### src/verilog/ppm_pkg.sv
`default_nettype none
package ppm_pkg;
  // Processor modes
  typedef enum logic [2:0] {
    PPM_SINGLE = 3'h1,
    PPM_EXPAND = 3'h2,
    PPM_MICRO = 3'h4
  } ppm_mode_e;
  // Port widths and reset values
  localparam int PPM_PORT_W = 8;
  localparam int PPM_P3_W = 4;
  localparam logic [7:0] PPM_DIR_RST = 8'h00;
  // Port three pin positions in bus modes
  localparam int PPM_P3_RW = 0;
  localparam int PPM_P3_BHE = 1;
  localparam int PPM_P3_ALE = 2;
  localparam int PPM_P3_HOLD_ACKNOWLEDGE = 3;
  // Port four pin positions
  localparam int PPM_P4_HOLD = 0;
  localparam int PPM_P4_RDY = 1;
  localparam int PPM_P4_CLK = 2;
  // Pulse motor pins on port five and six
  localparam logic [7:0] PPM_P5_PM_MASK = 8'h7F;
  localparam logic [7:0] PPM_P6_PM_MASK = 8'h01;
  localparam int PPM_P7_TRIG = 7;
endpackage : ppm_pkg
`default_nettype wire
### src/verilog/ppm_mux.sv
`default_nettype none
module ppm_mux
  import ppm_pkg::*;
(
  input wire logic mclk_i,
  input wire logic rst_n_i,
  // Straps from pins
  input wire logic mode_select_pin_i,
  input wire logic micro_mode_req_i,
  input wire logic bus_width_pin_i,
  // Core bus request
  input wire logic bus_req_i,
  input wire logic bus_write_i,
  input wire logic [23:0] bus_addr_i,
  input wire logic [15:0] bus_wdata_i,
  input wire logic bus_byte_hi_i,
  input wire logic hold_ack_i,
  input wire logic clk_out_en_i,
  output logic [15:0] bus_rdata_o,
  output logic bus_done_o,
  output logic hold_req_o,
  // General port registers from the core
  input wire logic [71:0] port_out_i,
  input wire logic [71:0] port_dir_i,
  input wire logic port_dir_we_i,
  // Peripheral alternate outputs, one byte per port five..eight; the port seven byte is ignored
  input wire logic [31:0] alt_out_i,
  input wire logic [31:0] alt_oe_i,
  output logic [71:0] port_in_o,
  // Pins
  input wire logic [71:0] pin_i,
  output logic [71:0] pin_o,
  output logic [71:0] pin_oe_o,
  output logic enable_strobe_n_o,
  output logic [2:0] mode_o
);

  logic [71:0] pin_s1_q;
  logic [71:0] pin_s2_q;
  logic [2:0] strap_s1_q;
  logic [2:0] strap_s2_q;
  logic [71:0] dir_q;
  ppm_mode_e mode_q;
  logic wide_q;
  logic div_q;
  logic phase_q;
  logic active_q;
  logic [71:0] pin_d;
  logic [71:0] oe_d;

  function automatic logic [7:0] port_byte(input logic [71:0] v, input int n);
    port_byte = v[n*8 +: 8];
  endfunction : port_byte

  // Bus modes share one decode so the pin mux and hold logic never disagree
  function automatic logic bus_mode(input ppm_mode_e m);
    bus_mode = (m != PPM_SINGLE);
  endfunction : bus_mode

  // Two stage sync of every pin and strap; stage one feeds only stage two
  always_ff @(posedge mclk_i or negedge rst_n_i) begin
    if (!rst_n_i) begin
      pin_s1_q <= '0;
      pin_s2_q <= '0;
      strap_s1_q <= '0;
      strap_s2_q <= '0;
    end else begin
      pin_s1_q <= pin_i;
      pin_s2_q <= pin_s1_q;
      strap_s1_q <= {bus_width_pin_i, micro_mode_req_i, mode_select_pin_i};
      strap_s2_q <= strap_s1_q;
    end
  end

  // Mode follows the synced straps every cycle after release; held in single-chip during reset
  // reset entry
  always_ff @(posedge mclk_i or negedge rst_n_i) begin
    if (!rst_n_i) begin
      mode_q <= PPM_SINGLE;
    end else if (!strap_s2_q[0]) begin
      mode_q <= PPM_SINGLE;
    end else if (strap_s2_q[1]) begin
      mode_q <= PPM_MICRO;
    end else begin
      mode_q <= PPM_EXPAND;
    end
  end

  always_ff @(posedge mclk_i or negedge rst_n_i) begin
    if (!rst_n_i) begin
      wide_q <= 1'b0;
    end else begin
      wide_q <= !strap_s2_q[2];
    end
  end

  always_ff @(posedge mclk_i or negedge rst_n_i) begin
    if (!rst_n_i) begin
      dir_q <= {9{PPM_DIR_RST}};
    end else if (port_dir_we_i) begin
      dir_q <= port_dir_i;
    end
  end

  // Clock divided by two for the clock output pin
  always_ff @(posedge mclk_i or negedge rst_n_i) begin
    if (!rst_n_i) begin
      div_q <= 1'b0;
    end else begin
      div_q <= !div_q;
    end
  end

  // Two phase access: address with strobe high, then data with strobe low
  // strobe framing
  always_ff @(posedge mclk_i or negedge rst_n_i) begin
    if (!rst_n_i) begin
      active_q <= 1'b0;
      phase_q <= 1'b0;
    end else if (mode_q == PPM_SINGLE || hold_ack_i) begin
      active_q <= 1'b0;
      phase_q <= 1'b0;
    end else if (!active_q && bus_req_i) begin
      active_q <= 1'b1;
      phase_q <= 1'b0;
    end else if (active_q && !phase_q) begin
      phase_q <= 1'b1;
    end else if (active_q && phase_q && pin_s2_q[4*8+PPM_P4_RDY]) begin
      active_q <= 1'b0;
      phase_q <= 1'b0;
    end
  end

  // Pin drive per mode
  always_comb begin
    logic bus;
    logic dat;
    bus = bus_mode(mode_q);
    dat = active_q && phase_q;
    pin_d = port_out_i;
    oe_d = dir_q;
    if (bus) begin
      pin_d[7:0] = bus_addr_i[7:0];
      oe_d[7:0] = 8'hFF;
      if (wide_q && dat) begin
        pin_d[15:8] = bus_wdata_i[15:8];
        oe_d[15:8] = {8{bus_write_i}};
      end else begin
        pin_d[15:8] = bus_addr_i[15:8];
        oe_d[15:8] = 8'hFF;
      end
      if (dat) begin
        pin_d[23:16] = bus_wdata_i[7:0];
        oe_d[23:16] = {8{bus_write_i}};
      end else begin
        pin_d[23:16] = bus_addr_i[23:16];
        oe_d[23:16] = 8'hFF;
      end
      pin_d[24+PPM_P3_RW] = !(active_q && bus_write_i);
      pin_d[24+PPM_P3_BHE] = !(active_q && bus_byte_hi_i && wide_q);
      pin_d[24+PPM_P3_ALE] = active_q && !phase_q;
      pin_d[24+PPM_P3_HOLD_ACKNOWLEDGE] = hold_ack_i;
      oe_d[31:24] = {4'h0, 4'hF};
      oe_d[32+PPM_P4_HOLD] = 1'b0;
      oe_d[32+PPM_P4_RDY] = 1'b0;
    end
    if (mode_q == PPM_MICRO || clk_out_en_i) begin
      pin_d[32+PPM_P4_CLK] = div_q;
      oe_d[32+PPM_P4_CLK] = 1'b1;
    end
    for (int p = 0; p < 4; p++) begin
      for (int b = 0; b < 8; b++) begin
        if (alt_oe_i[p*8+b]) begin
          pin_d[40+p*8+b] = alt_out_i[p*8+b];
          oe_d[40+p*8+b] = 1'b1;
        end
      end
    end
    // analog pins never driven by alternates
    oe_d[63:56] = dir_q[63:56];
    pin_d[63:56] = port_out_i[63:56];
  end

  // Registered pins and strobe
  always_ff @(posedge mclk_i or negedge rst_n_i) begin
    if (!rst_n_i) begin
      pin_o <= '0;
      pin_oe_o <= '0;
      enable_strobe_n_o <= 1'b1;
      mode_o <= PPM_SINGLE;
    end else begin
      pin_o <= pin_d;
      pin_oe_o <= oe_d;
      enable_strobe_n_o <= !(active_q && phase_q);
      mode_o <= mode_q;
    end
  end

  // Read data captured at end of strobe-low phase
  // data while low
  always_ff @(posedge mclk_i or negedge rst_n_i) begin
    if (!rst_n_i) begin
      bus_rdata_o <= '0;
      bus_done_o <= 1'b0;
      hold_req_o <= 1'b0;
      port_in_o <= '0;
    end else begin
      bus_done_o <= active_q && phase_q && pin_s2_q[4*8+PPM_P4_RDY];
      if (active_q && phase_q && pin_s2_q[4*8+PPM_P4_RDY]) begin
        bus_rdata_o <= wide_q ? {port_byte(pin_s2_q, 1), port_byte(pin_s2_q, 2)}
                              : {8'h00, port_byte(pin_s2_q, 2)};
      end
      hold_req_o <= bus_mode(mode_q) && pin_s2_q[4*8+PPM_P4_HOLD];
      port_in_o <= pin_s2_q;
    end
  end

  // Pin checks look one edge back because every pin output is registered;
  // a check on the current state would be a cycle early and fire falsely.

  chk_strobe_single_idle: assert property (@(posedge mclk_i)
    disable iff (!rst_n_i)
    $past(mode_q) == PPM_SINGLE |-> enable_strobe_n_o)
    else $error("strobe low in single-chip mode");

  chk_micro_clock: assert property (@(posedge mclk_i)
    disable iff (!rst_n_i)
    $past(mode_q) == PPM_MICRO |-> pin_oe_o[32+PPM_P4_CLK])
    else $error("clock pin not driven in micro mode");

  chk_done_strobe_low: assert property (@(posedge mclk_i)
    disable iff (!rst_n_i)
    bus_done_o |-> !enable_strobe_n_o)
    else $error("access finished outside strobe low");

  chk_port_zero_addr: assert property (@(posedge mclk_i)
    disable iff (!rst_n_i)
    $past(mode_q) != PPM_SINGLE |-> pin_oe_o[7:0] == 8'hFF)
    else $error("port zero not driving address");

  chk_hold_ready_inputs: assert property (@(posedge mclk_i)
    disable iff (!rst_n_i)
    $past(mode_q) != PPM_SINGLE |-> pin_oe_o[33:32] == 2'h0)
    else $error("hold or ready pin driven in bus mode");

  chk_byte_port_one: assert property (@(posedge mclk_i)
    disable iff (!rst_n_i)
    $past(mode_q) != PPM_SINGLE && !$past(wide_q) |-> pin_oe_o[15:8] == 8'hFF)
    else $error("port one not address on narrow bus");

  chk_wide_addr_phase: assert property (@(posedge mclk_i)
    disable iff (!rst_n_i)
    $past(mode_q) != PPM_SINGLE && !$past(active_q && phase_q) |-> pin_oe_o[15:8] == 8'hFF)
    else $error("port one not address while strobe high");

  chk_ale_addr_phase: assert property (@(posedge mclk_i)
    disable iff (!rst_n_i)
    $past(mode_q) != PPM_SINGLE && pin_o[24+PPM_P3_ALE] |-> enable_strobe_n_o)
    else $error("latch enable during data phase");

  chk_read_data_float: assert property (@(posedge mclk_i)
    disable iff (!rst_n_i)
    !enable_strobe_n_o && !$past(bus_write_i) |-> pin_oe_o[23:16] == 8'h00)
    else $error("port two driven during read data phase");

  chk_narrow_read_data: assert property (@(posedge mclk_i)
    disable iff (!rst_n_i)
    bus_done_o && !$past(wide_q) |-> bus_rdata_o[15:8] == 8'h00)
    else $error("high read byte set on narrow bus");

  chk_clock_pin_enable: assert property (@(posedge mclk_i)
    disable iff (!rst_n_i)
    $past(clk_out_en_i) |-> pin_oe_o[32+PPM_P4_CLK])
    else $error("clock pin not driven when enabled");

  chk_single_port_dir: assert property (@(posedge mclk_i)
    disable iff (!rst_n_i)
    $past(mode_q) == PPM_SINGLE |-> pin_oe_o[7:0] == $past(dir_q[7:0]))
    else $error("port zero enable differs from direction bits");

  chk_control_pins_out: assert property (@(posedge mclk_i)
    disable iff (!rst_n_i)
    $past(mode_q) != PPM_SINGLE |-> pin_oe_o[27:24] == 4'hF)
    else $error("port three controls not driven");

  chk_single_hold_low: assert property (@(posedge mclk_i)
    disable iff (!rst_n_i)
    $past(mode_q) == PPM_SINGLE |-> !hold_req_o)
    else $error("hold request raised in single-chip mode");

  chk_mode_output_match: assert property (@(posedge mclk_i)
    disable iff (!rst_n_i)
    mode_o == $past(mode_q))
    else $error("mode output differs from mode state");

endmodule : ppm_mux
`default_nettype wire

### config.mk
export PLATFORM = sky130hd
export DESIGN_NAME = ppm_mux
export DESIGN_NICKNAME = d
export VERILOG_FILES = /design/src/verilog/ppm_pkg.sv /design/src/verilog/ppm_mux.sv
export SDC_FILE = /design/constraint.sdc
export NUM_CORES = 1
export LEC_CHECK = 0
export BUFFER_PORTS_ARGS = -buffer_cell sky130_fd_sc_hd__buf_2
export CORE_AREA = 8 8 215 217
export CTS_CLUSTER_DIAMETER = 120
export DETAILED_ROUTE_END_ITERATION = 8
export DIE_AREA = 0 0 223 225
export GPL_TIMING_DRIVEN = 0
export PLACE_DENSITY = 0.63
export SLEW_MARGIN = 5
export SYNTH_ARGS = -nofsm -noshare
export SYNTH_HDL_FRONTEND = slang
export SYNTH_SLANG_ARGS = --single-unit
### constraint.sdc
create_clock -name mclk_i -period 2.4 [get_ports mclk_i]
set_input_delay 0.24 -clock mclk_i [delete_from_list [all_inputs] [get_ports mclk_i]]
set_output_delay 0.24 -clock mclk_i [all_outputs]
set_load 0.005 [all_outputs]
==> summary.txt, run 1 <==
Yosys
  – Synth Flop Type: dfrtp_1
  – FFs w/ async S/R, synth: 100%
  – Mapped Nets: approximately 1100
  – Count leader, synth: dfrtp_1
  – EDFF count, synth: 0
  – Biggest area consumer among synthesized cells: dfrtp_1
  – Synth warn: 0
  – Seq/Total Area, Yosys: 82.9%
  – Avg Inst Size Synth: 17.8 um^2
  – Post-Synthesis Cells: 791
  – Top post-synthesis cells by count: dfrtp_1, mux2_2, nand2_1
  – Post-synth top area share: about 82%
  – Synth Cell Area: between 10000 and 15000 um^2
  – FF+latch count, synth: about 470
  – Synth cell types: 37
  – Top post-synthesis cells by area: dfrtp_1, mux2_2, nand2_1

STA
  – Fmax: 456 MHz
  – Max_slew headroom: 59.4%
  – Max-slew violation count: 0
  – Setup-failing EPs final: 0
  – Setup repair after global routing missed its margin: false
  – Worst-Margin Slew: roughly 0.61 ns
  – Final hold vios: 0
  – Crit path time final: 2.19 ns
  – Hold Slack: 0.0629 ns
  – Worst clock skew: 0.0384 ns
  – Tcrit/Tclk final: 91.4%
  – Setup TNS Final: 0 ns

Clock network
  – Max H-tree Level: 2
  – Total clock buffers created by CTS: 48
  – Clock transition at the registers of the reported paths: 0.06 ns
  – Clock root cell: clkbuf_16
  – CTS tree: done
  – # clock sinks: roughly 470
  – Clock Tree Buf Depth: 3
  – Worst-skew pair later-pin latency: 0.58 ns

Worst setup path
  – Reg-to-Reg End: pin_o[25]
  – CP bufs+invs: 3
  – Reg2Reg Depth: 6
  – Max stage delay on crit path: between 0.5 and 0.6 ns
  – Worst-path maximum fanout: 10
  – CP Cell Sequence: or3b_1 > buf_6 > clkbuf_8 > nor2_1 > a41oi_1 > dlygate4sd3_1
  – Worst r2r src: mode_q[0]
  – CP delay by family, top: buffers and inverters
  – CP arrival: 2.65 ns
  – CP startpoint kind: flop
  – Reg2reg setup slack: 0.21 ns
  – CP Capture Type: flop
  – Req. time, crit path: around 2.9 ns
  – CP max stage cell: dfstp_2
  – CP Class: reg -> reg

Power
  – Switching power: just under 4000 uW
  – Sequential group share of total power: 49.2%
  – Standby leakage power: 0.0107 uW
  – Comb pwr share: about a tenth
  – Internal power: 13600 uW
  – Pwr per Cell Area: 788 nW/um^2
  – VDD IR max: 0.000532 V
  – Clk pwr share: between 40% and 50%
  – Sw Ratio: between 20 and 25%

Die
  – Total core area: 42700 um^2
  – Initial core utilization: 33.0%
  – Placement row count: 76
  – Die area: approximately 50000 um^2
  – Num ports: 569
  – Die Wd: around 220 um
  – Die Ht: 225 um

Finish
  – Non-filler instance count after layout: 2284
  – Synthesis-to-layout area growth: 57.7%
  – Multi-input logic area: 2240 um^2
  – # fillers: 3371
  – Post-layout net count: 2031
  – Fraction of layout cells with a size suffix above 1: 45.4%
  – Fin area: 22300 um^2
  – Sequential cell area: roughly 12000 um^2
  – Utilization after layout: a little over half

Hold path
  – Hold crit path type: in -> reg
  – Hold Path Stages: 3
  – Hold_sp: bus_wdata_i[2]
  – Hold endpoint: pin_o[18]

Drt
  – Iter 0 DRT Violations: 535
  – DRT antenna net count: 0
  – DR vias: 9830
  – Vias per cell: 4.30
  – Total wire length: between 40 and 50 mm
  – Drt pass-1 iters: 4
  – Remaining DRCs: 0
  – WL/cell: between 15 and 20 um

Global routing
  – First-pass GRT wire length: 67.1 mm
  – Initial antenna violation count: 5
  – GR Util All Layers: between 10% and 20%
  – Total global routing overflow: 0
  – Vias in the first global route: between 10000 and 15000
  – Largest net degree at the start of global routing: roughly 120

Placed design
  – Dpl hpwl: 29.5 mm
  – GP Congestion: 0.887
  – Placed cell count: 1892
  – Port Buffers: 551
  – Placed inst area: between 15000 and 20000 um^2

Outcome
  – Status: finished, final reports clean

Run
  – Max-Cap Viols: 0
-- worst min-delay path, stage by stage --
cell and delay, ns:
buf_2 0.10, mux2i_1 0.06, o21ai_0 0.17
-- cell usage in the layout, fill, tap and decap left out, drive strengths merged, types with 9 or more instances in the layout --
| cell | netlist | final |
|---|---|---|
| mux2 | 105 | 105 |
| a21oi | 17 | 17 |
| dlygate4sd3 | 0 | 303 |
| nand2 | 63 | 63 |
| clkbuf | 4 | 75 |
| nand3 | 10 | 10 |
| nor2 | 13 | 13 |
| buf | 20 | 576 |
| dfrtp | 464 | 464 |
| or2 | 24 | 24 |
| nand2b | 13 | 13 |
| o21a | 9 | 9 |
-- area by class of cell --
cell class | count | share of cell area [%]
Antenna cell | 3 | 0.0337
Buffer | 24 | 0.714
Clock buffer | 71 | 6.24
Clock inverter | 14 | 0.664
Inverter | 4 | 0.0675
Multi-Input combinational cell | 296 | 10.1
Sequential cell | 467 | 52.5
Tap cell | 546 | 3.07
Timing Repair Buffer | 859 | 26.6
-- layer usage --
metal  vias to the layer above  track usage (%)  share of wire, %
met5                         -                0             0.057
met4                         4             8.56               4.4
met2                       437             31.1                52
met1                      4872             18.5                36
li1                       4414                -                 -
met3                       103             5.11               7.4
-- per-stage QoR --
stage	worst slack, ns	total power [uW]
floorplan	0.984	9130
global placement	-7.91	10000
detailed placement	0.538	10100
CTS	0.0374	17800
global route	0.130	18300
finish	0.207	17500
-- logic make-up after synthesis --
group | after synthesis | synth area share (%)
flip-flops | 467 | 82.9
buffers and inverters | 28 | 1.23
AND/OR/NAND/NOR | 138 | 4.95
AO/OA/AOI/OAI | 45 | 2.00
multiplexers | 113 | 8.95
-- worst max path at each step --
stage / startpoint / to / depth (start not counted)
final: mode_q[0] / pin_o[25] / 6
after global routing: mode_q[0] / pin_o[25] / 6
after CTS: mode_q[0] / pin_o[14] / 5
after detailed placement: mode_q[0] / pin_o[16] / 3
after global placement: rst_n_i / pin_oe_o[30] / 1
after floorplan: mode_q[0] / hold_req_o / 4
-- power groups by stage --
| stage | sequential, uW | clock [uW] | combinational [uW] |
|---|---|---|---|
| after global placement | 8730 | 0 | 1280 |
| final | 8620 | 7150 | 1770 |
| after detailed placement | 8750 | 0 | 1330 |
| after CTS | 8610 | 7390 | 1760 |
| after global routing | 8670 | 7710 | 1920 |
| after floorplan | 8750 | 0 | 376 |
-- flip-flops by register name (all words and copies together), names as in the netlist --
name,flops
enable_strobe_n_o,1
mode_q,3
wide_q,1
strap_s2_q,3
pin_s2_q,72
bus_rdata_o,16
port_in_o,72
pin_oe_o,72
active_q,1
mode_o,3
phase_q,1
strap_s1_q,3
hold_req_o,1
dir_q,72
bus_done_o,1
pin_o,72
div_q,1
pin_s1_q,72
-- timing repair --
| item | CTS | global route |
|---|---|---|
| setup buffers | 0 | 1 |
| hold buffers | 303 | 0 |
| endpoints found under the hold margin | 312 | 0 |
| endpoints found under the setup margin | 0 | 9 |
| resized for setup | 0 | 0 |
No activity file was read; power rests on OpenSTA's default activity.
==> run 2: changes to the inputs <==
--- a/config.mk
+++ b/config.mk
@@ -5,11 +5,12 @@
 export SDC_FILE = /design/constraint.sdc
 export NUM_CORES = 1
 export LEC_CHECK = 0
+export ABC_AREA = 1
 export BUFFER_PORTS_ARGS = -buffer_cell sky130_fd_sc_hd__buf_2
-export CORE_AREA = 8 8 215 217
+export CORE_AREA = 8 8 216 218
 export CTS_CLUSTER_DIAMETER = 120
 export DETAILED_ROUTE_END_ITERATION = 8
-export DIE_AREA = 0 0 223 225
+export DIE_AREA = 0 0 224 226
 export GPL_TIMING_DRIVEN = 0
 export PLACE_DENSITY = 0.63
 export SLEW_MARGIN = 5
==> run 2 against run 1 <==
Effect of this change:
- fmax is 4.7% higher
- largest cell class unchanged
- register-to-register slack better by 0.098 ns
- clock skew is 0.0082 ns lower
- total power is 2.6% higher
- flip-flop and latch count stayed put
==> summary.txt, run 2 <==
Power
  – Comb pwr share: 10.1% (about the same)
  – Total power: 18000 uW (+2.6%)
  – Standby leakage power: 0.0111 uW (+3.8%)
  – Sw Ratio: 23.2% (+0.53 points)
  – Pwr per Cell Area: 797 nW/um^2 (+1.2%)
  – Switching power: 4180 uW (+5.0%)
  – Internal power: 13800 uW (+1.9%)
  – VDD IR max: 0.000687 V (+29%)
  – Clk pwr share: 42.0% (+1.2 points)
  – Sequential group share of total power: 47.9% (-1.3 points)

Global routing
  – First-pass GRT wire length: 69.4 mm (+3.3%)
  – GR Util All Layers: 17.8% (+0.47 points)
  – Initial antenna violation count: 6 (+1)
  – Vias in the first global route: 12100 (+6.2%)
  – Total global routing overflow: 0 (unchanged)
  – Largest net degree at the start of global routing: 119 (unchanged)

Yosys
  – Post-synth top area share: 81.3% (-1.0 points)
  – EDFF count, synth: 0 (unchanged)
  – FF+latch count, synth: 467 (unchanged)
  – Avg Inst Size Synth: 15.4 um^2 (-14%)
  – Top post-synthesis cells by count: dfrtp_1, nand2_1, mux2_2
  – Synth Flop Type: dfrtp_1
  – Mapped Nets: 1257 (+12%)
  – Synth cell types: 20 (-46%)
  – Simple-gate share of the synthesized area: 8.69% (+3.7 points)
  – Post-Synthesis Cells: 926 (+17%)
  – Biggest area consumer among synthesized cells: dfrtp_1
  – Seq/Total Area, Yosys: 81.9% (-1.0 points)
  – Synth Cell Area: 14300 um^2 (+1.2%)
  – Largest family of logic cells by synthesized area: simple AND/OR/NAND/NOR gates
  – Synth Area in Compound Gates: 0.929% (-1.1 points)
  – Adder-Cell Fraction of Synth Area: 0% (unchanged)
  – Mux contribution to synthesized area: 6.07% (-2.9 points)
  – Synth warn: 0 (unchanged)
  – FFs w/ async S/R, synth: 100% (unchanged)
  – XOR/XNOR share of the synthesized area: 0% (unchanged)
  – Count leader, synth: dfrtp_1
  – Top post-synthesis cells by area: dfrtp_1, mux2_2, nand2_1

Die
  – Die area: 50600 um^2 (+0.89%)
  – Die Ht: 226 um (+0.44%)
  – Die Wd: 224 um (+0.45%)
  – Placement row count: 77 (+1.3%)
  – Num ports: 569 (unchanged)
  – Initial core utilization: 32.9% (-0.18 points)
  – Total core area: 43500 um^2 (+1.8%)

Drt
  – Iter 0 DRT Violations: 658 (+23%)
  – Vias per cell: 4.27 (-0.78%)
  – Drt pass-1 iters: 5 (+1)
  – Remaining DRCs: 0 (unchanged)
  – Total wire length: 45.7 mm (+3.8%)
  – WL/cell: 18.5 um (-4.0%)
  – DR vias: 10500 (+7.3%)
  – DRT antenna net count: 0 (unchanged)

Finish
  – Sequential cell area: 11700 um^2 (unchanged)
  – Multi-input logic area: 2240 um^2 (-0.11%)
  – Commonest non-fill, non-tap cell in the layout: buf_2
  – Commonest cells after routing, fill and taps aside: buf_2, dfrtp_1, dlygate4sd3_1
  – Fraction of layout cells with a size suffix above 1: 41.1% (-4.3 points)
  – Post-layout net count: 2165 (+6.6%)
  – Synthesis-to-layout area growth: 58.0%
  – # fillers: 3540 (+5.0%)
  – Fin area: 22600 um^2 (+1.4%)

Hold path
  – Hold crit path type: in -> async

Worst setup path
  – Req. time, crit path: 2.83 ns (-0.03 ns)
  – Reg-to-Reg End: pin_o[5]
  – CP startpoint kind: flop
  – CP Class: reg -> reg
  – CP Capture Type: flop
  – CP arrival: 2.52 ns (-0.13 ns)
  – Worst r2r src: mode_q[0]
  – Reg2Reg Depth: 7 (+1)
  – Reg2reg setup slack: 0.31 ns (+0.10 ns)
  – Worst-path maximum fanout: 10 (unchanged)

Clock network
  – Number of gates resized after CTS: 0 (unchanged)
  – Total clock buffers created by CTS: 49 (+2.1%)
  – Worst-skew pair later-pin latency: 0.59 ns (about the same)
  – # clock sinks: 467 (unchanged)
  – Clock transition at the registers of the reported paths: 0.06 ns (about the same)
  – Max H-tree Level: 2 (unchanged)
  – Setup bufs post-CTS: 0 (unchanged)
  – Clock root cell: clkbuf_16
  – CTS tree: done
  – Hold buffers post-CTS: 302 (-0.33%)
  – Clock Tree Buf Depth: 3 (unchanged)

STA
  – Worst setup margin: 0.305 ns (+0.0982 ns)
  – Crit path time final: 2.09 ns (-0.0982 ns)
  – Final hold vios: 0 (unchanged)
  – Worst clock skew: 0.0301 ns (-0.00820 ns)
  – Worst-Margin Slew: 0.630 ns (+0.0203 ns)
  – Setup repair after global routing missed its margin: false
  – Hold Slack: 0.113 ns (+0.0501 ns)
  – Max-slew violation count: 0 (unchanged)
  – Tcrit/Tclk final: 87.3% (-4.1 points)
  – Setup-failing EPs final: 0 (unchanged)
  – Fmax: 477 MHz (+4.7%)
  – Max_slew headroom: 58.0% (-1.4 points)

Placed design
  – Post-Place Worst Slack: 0.846 ns (+0.307 ns)
  – GP Congestion: 0.905 (+2.0%)
  – Dpl hpwl: 30.1 mm (+2.3%)
  – Port Buffers: 551 (unchanged)
  – Placed inst area: 17900 um^2 (+1.3%)

Outcome
  – Status: finished, final reports clean

Run
  – Max-Cap Viols: 0 (unchanged)
## run 2: cell types whose count changed in the layout (fill, tap and decap cells not counted), moves of 12 or more
cell      previous run  this run
a21oi_1             17         0
inv_1                3        46
mux2_2             105        77
nand2_1             62       214
nand2b_1            13         0
nand3_1              8        22
o21ai_0              8        20
## run 2: worst max-delay path, stage by stage (launching register included)
cell           delay, ns
dfstp_2             0.52
inv_1               0.06
nor2_1              0.18
nand2_4             0.17
buf_2               0.25
nand2_1             0.10
nand2_1             0.07
dlygate4sd3_1       0.61
## run 2: per-stage QoR
step | TNS [ns] | utilization, % | instances
after CTS | 0 | 51.9 | 2466
after global placement | -3640.19 | 40.9 | 2069
final | 0 | 51.9 | 2470
after floorplan | 0 | - | 926
after global routing | 0 | 51.9 | 2470
after detailed placement | 0 | 41.2 | 2073
## run 2: per-layer routing
layer	routed length (um)	GRT usage [%]	share of wire [%]	vias up
met5	18	0	0.039	-
met4	1930	8.92	4.2	4
met3	3850	5.97	8.4	119
met2	23800	31.1	52	480
met1	16100	19.2	35	5214
li1	-	-	-	4731
## run 2: worst max path at each step
stage / from / end / slack, ns
finish: mode_q[0] / pin_o[5] / 0.31
floorplan: mode_q[0] / pin_o[12] / 1.15
global placement: rst_n_i / pin_o[40] / -7.88
CTS: mode_q[0] / pin_o[5] / 0.31
global route: mode_q[0] / pin_o[5] / 0.22
detailed placement: mode_q[0] / pin_oe_o[33] / 0.85
## run 2: power by group through the flow
stage / Sequential, uW / Clock [uW] / Combinational (uW)
finish: 8610 / 7560 / 1810
global route: 8660 / 8100 / 1990
CTS: 8600 / 7780 / 1810
detailed placement: 8740 / 0 / 1370
global placement: 8730 / 0 / 1320
floorplan: 8750 / 0 / 391
## run 2: final cells by class
cell class / count / area share, %
sequential: 467 / 51.8
timing repair buffer: 857 / 26.2
multi-input combinational: 386 / 9.93
clock buffer: 70 / 6.18
tap: 592 / 3.28
clock inverter: 21 / 1.05
inverter: 47 / 0.782
buffer: 26 / 0.765
antenna: 4 / 0.0444
## run 2: kinds of logic (layout without fill, tap and decap cells)
group / after synthesis / count (layout)
buffers and inverters: 73 / 1021
flip-flops: 467 / 467
multiplexers: 77 / 77
AO/OA/AOI/OAI: 22 / 22
AND/OR/NAND/NOR: 287 / 287
other: 0 / 4
==> run 3: changes to the inputs <==
--- a/config.mk
+++ b/config.mk
@@ -6,8 +6,9 @@
 export NUM_CORES = 1
 export LEC_CHECK = 0
 export ABC_AREA = 1
-export BUFFER_PORTS_ARGS = -buffer_cell sky130_fd_sc_hd__buf_2
+export BUFFER_PORTS_ARGS = -buffer_cell sky130_fd_sc_hd__buf_4
 export CORE_AREA = 8 8 216 218
+export CTS_BUF_LIST = sky130_fd_sc_hd__clkbuf_2
 export CTS_CLUSTER_DIAMETER = 120
 export DETAILED_ROUTE_END_ITERATION = 8
 export DIE_AREA = 0 0 224 226
==> run 3 against run 2 <==
Effect of this change:
- the flow now stops in clock tree synthesis (4_1_cts)
- synthesized cell count is the same
- area after synthesis is the same
==> summary.txt, run 3 <==
Die
  – Placement row count: 77 (unchanged)
  – Num ports: 569 (unchanged)
  – Die Ht: 226 um (unchanged)
  – Die Wd: 224 um (unchanged)
  – Initial core utilization: 32.9% (unchanged)

Outcome
  – Tool error: [ERROR RSZ-0060] Max buffer count reached.
  – Status: stopped before the end
  – Stopping stage: clock tree synthesis (4_1_cts)

Clock network
  – Clock Tree Buf Depth: 3 (unchanged)
  – Setup bufs post-CTS: 0 (unchanged)
  – # clock sinks: 467 (unchanged)
  – Total clock buffers created by CTS: 117 (+140%)
  – Hold buffers post-CTS: 457 (+51%)
  – Number of gates resized after CTS: 0 (unchanged)
  – Clock root cell: clkbuf_2
  – Max H-tree Level: 3 (+1)

Yosys
  – Synth warn: 0 (unchanged)
  – Avg Inst Size Synth: 15.4 um^2 (unchanged)
  – Synth cell types: 20 (unchanged)
  – Synth Cell Area: 14300 um^2 (unchanged)
  – Top post-synthesis cells by count: dfrtp_1, nand2_1, mux2_2
  – Count leader, synth: dfrtp_1
  – Post-Synthesis Cells: 926 (unchanged)
  – FF+latch count, synth: 467 (unchanged)
  – FFs w/ async S/R, synth: 100% (unchanged)
  – Mapped Nets: 1257 (unchanged)
  – Biggest area consumer among synthesized cells: dfrtp_1
  – Synth Flop Type: dfrtp_1
  – Post-synth top area share: 81.3% (unchanged)
  – Seq/Total Area, Yosys: 81.9% (unchanged)
  – EDFF count, synth: 0 (unchanged)
  – Top post-synthesis cells by area: dfrtp_1, mux2_2, nand2_1

Placed design
  – Dpl hpwl: 31.1 mm (+3.1%)
  – GP Congestion: 0.862 (-4.8%)
  – Port Buffers: 551 (unchanged)
  – Post-Place Worst Slack: 0.740 ns (-0.105 ns)
run 3: logic make-up after synthesis:
group	count (synthesis)	share of synthesized area [%]
DFF	467	81.9
and+or+nand+nor	287	8.69
muxes	77	6.07
buffers and inverters	73	2.44
AOI/OAI and AO/OA	22	0.929
run 3: stage by stage:
| step | instances | cell area, um^2 | setup TNS, ns |
|---|---|---|---|
| 2_1_floorplan | 926 | 14300 | 0 |
| 3_3_place_gp | 2069 | 19200 | -1619.89 |
| 3_5_place_dp | 2073 | 19300 | 0 |
==> run 4: changes to the inputs <==
--- a/config.mk
+++ b/config.mk
@@ -7,13 +7,11 @@
 export LEC_CHECK = 0
 export ABC_AREA = 1
 export BUFFER_PORTS_ARGS = -buffer_cell sky130_fd_sc_hd__buf_4
-export CORE_AREA = 8 8 216 218
-export CTS_BUF_LIST = sky130_fd_sc_hd__clkbuf_2
-export CTS_CLUSTER_DIAMETER = 120
+export CORE_MARGIN = 8
+export CORE_UTILIZATION = 30
 export DETAILED_ROUTE_END_ITERATION = 8
-export DIE_AREA = 0 0 224 226
 export GPL_TIMING_DRIVEN = 0
-export PLACE_DENSITY = 0.63
+export PLACE_DENSITY_LB_ADDON = 0.15
 export SLEW_MARGIN = 5
 export SYNTH_ARGS = -nofsm -noshare
 export SYNTH_HDL_FRONTEND = slang
==> run 4 against run 3 <==
Effect of this change:
- the run now ends clean
==> summary.txt, run 4 (synthesized netlist as in run 2, its figures left out) <==
Drt
  – Total wire length: 44.6 mm
  – Drt pass-1 iters: 4
  – Iter 0 DRT Violations: approximately 450
  – DRT antenna net count: 0
  – Remaining DRCs: 0
  – DR vias: 10100
  – WL/cell: 17.9 um
  – Vias per cell: 4.05

Clock network
  – Worst-skew pair later-pin latency: between 0.5 and 0.6 ns
  – Setup bufs post-CTS: 0 (unchanged)
  – Clock root cell: clkbuf_16
  – Total clock buffers created by CTS: 50 (-57%)
  – # clock sinks: 467 (unchanged)
  – Max H-tree Level: 2 (-1)
  – Clock transition at the registers of the reported paths: 0.06 ns
  – Clock Tree Buf Depth: 3 (unchanged)
  – CTS tree: done

Power
  – Pwr per Cell Area: 771 nW/um^2
  – Sequential group share of total power: a little under half
  – Internal power: 14400 uW
  – Switching power: 4200 uW
  – VDD IR max: 0.000534 V
  – Clk pwr share: 42.3%
  – Standby leakage power: 0.0116 uW
  – Comb pwr share: approximately 11%
  – Sw Ratio: 22.6%
  – Total power: 18600 uW

STA
  – Max-slew violation count: 0
  – Worst clock skew: 0.0143 ns
  – Hold Slack: 0.187 ns
  – Tcrit/Tclk final: 84.4%
  – Crit path time final: 2.03 ns
  – Fmax: between 400 and 500 MHz
  – Setup-failing EPs final: 0
  – Worst-Margin Slew: 0.830 ns
  – Max_slew headroom: 44.6%
  – Worst setup margin: about 0.37 ns
  – Setup repair after global routing missed its margin: false
  – Final hold vios: 0

Worst setup path
  – CP Cell Sequence: inv_1 > nand3_1 > nand3_1 > dlygate4sd3_1 > nand2_1 > dlygate4sd3_1
  – Crit path from: mode_q[0]
  – CP max stage cell: dlygate4sd3_1
  – CP arrival: about 2.5 ns
  – CP startpoint kind: flop
  – Setup crit end: pin_o[34]
  – Req. time, crit path: 2.91 ns
  – Max stage delay on crit path: 0.56 ns
  – CP Class: reg -> reg
  – Worst r2r src: mode_q[0]
  – CP Capture Type: flop
  – Reg2Reg Depth: 6
  – Reg-to-Reg End: pin_o[34]
  – Worst-path maximum fanout: 3
  – Reg2reg setup slack: 0.37 ns

Global routing
  – GR Util All Layers: 16.0%
  – First-pass GRT wire length: 66.4 mm
  – Vias in the first global route: 11300
  – Initial antenna violation count: 2
  – Largest net degree at the start of global routing: approximately 110
  – Total global routing overflow: 0

Placed design
  – Dpl hpwl: 32.2 mm (+3.5%)
  – Port Buffers: 551 (unchanged)
  – Placed inst area: 19300 um^2 (+0.15%)
  – GP Congestion: 0.765 (-11%)
  – Post-Place Worst Slack: 0.509 ns (-0.231 ns)

Die
  – Placement row count: 80 (+3.9%)
  – Die Ht: 234 um (+3.6%)
  – Initial core utilization: 30.2% (-2.7 points)
  – Die Wd: 234 um (+4.5%)
  – Num ports: 569 (unchanged)
  – Die area: 54800 um^2
  – Total core area: between 40000 and 50000 um^2

Finish
  – Commonest cells after routing, fill and taps aside: buf_4, dfrtp_1, dlygate4sd3_1
  – Utilization after layout: about half
  – Commonest non-fill, non-tap cell in the layout: buf_4
  – Post-layout net count: approximately 2200
  – Fraction of layout cells with a size suffix above 1: between 40% and 50%
  – Synthesis-to-layout area growth: 68.6%
  – Fin area: 24100 um^2

Hold path
  – Hold Path Stages: 2
  – Hold crit path type: in -> reg

Run
  – Max-Cap Viols: 0

Outcome
  – Status: finished, final reports clean
-- run 4: metal layers --
layer	track usage, %	vias to the layer above	share of wire, %
met5	0	-	0
met4	6.35	0	2.9
met3	5.00	67	8.6
met2	28.6	335	53
met1	17.4	4961	35
li1	-	4734	-
-- run 4: through the flow --
step | setup TNS, ns | instances
6_report | 0 | 2493
5_1_grt | 0 | 2493
4_1_cts | 0 | 2491
3_5_place_dp | 0 | 2096
3_3_place_gp | -1734.25 | 2092
2_1_floorplan | 0 | 926
-- run 4: power by group through the flow --
stage,clock [uW],combinational [uW],sequential (uW)
floorplan,0,391,8750
global route,8410,2300,8660
CTS,8140,2150,8610
global placement,0,1640,8730
detailed placement,0,1680,8750
finish,7850,2100,8600
-- run 4: worst min-delay path by stage --
stage,from,endpoint,slack [ns]
2_1_floorplan,rst_n_i,active_q,-0.06
3_3_place_gp,pin_s2_q[48],port_in_o[48],0.33
3_5_place_dp,pin_s1_q[49],pin_s2_q[49],0.33
4_1_cts,port_dir_we_i,dir_q[71],0.17
5_1_grt,port_dir_we_i,dir_q[71],0.18
6_report,port_dir_we_i,dir_q[71],0.19
-- run 4: critical path: cells and delay by family (launching register included) --
kind | cells | cell delay, ns
buffers and inverters | 3 | 1.17
DFF | 1 | 0.52
and+or+nand+nor | 3 | 0.27
-- run 4: final cells by class --
type	instances	area (um^2)
clock buffer	72	1490
clock inverter	21	254
timing repair buffer	857	7280
antenna	2	5.00
buffer	26	173
fill	4105	23300
inverter	47	176
sequential	467	11700
multi-input combinational	386	2240
tap	615	769
-- run 4: what timing repair did --
| item | 4_1_cts | 5_1_grt |
|---|---|---|
| hold endpoints to repair | 366 | 0 |
| hold buffers | 302 | 0 |
| resized for setup | 0 | 0 |
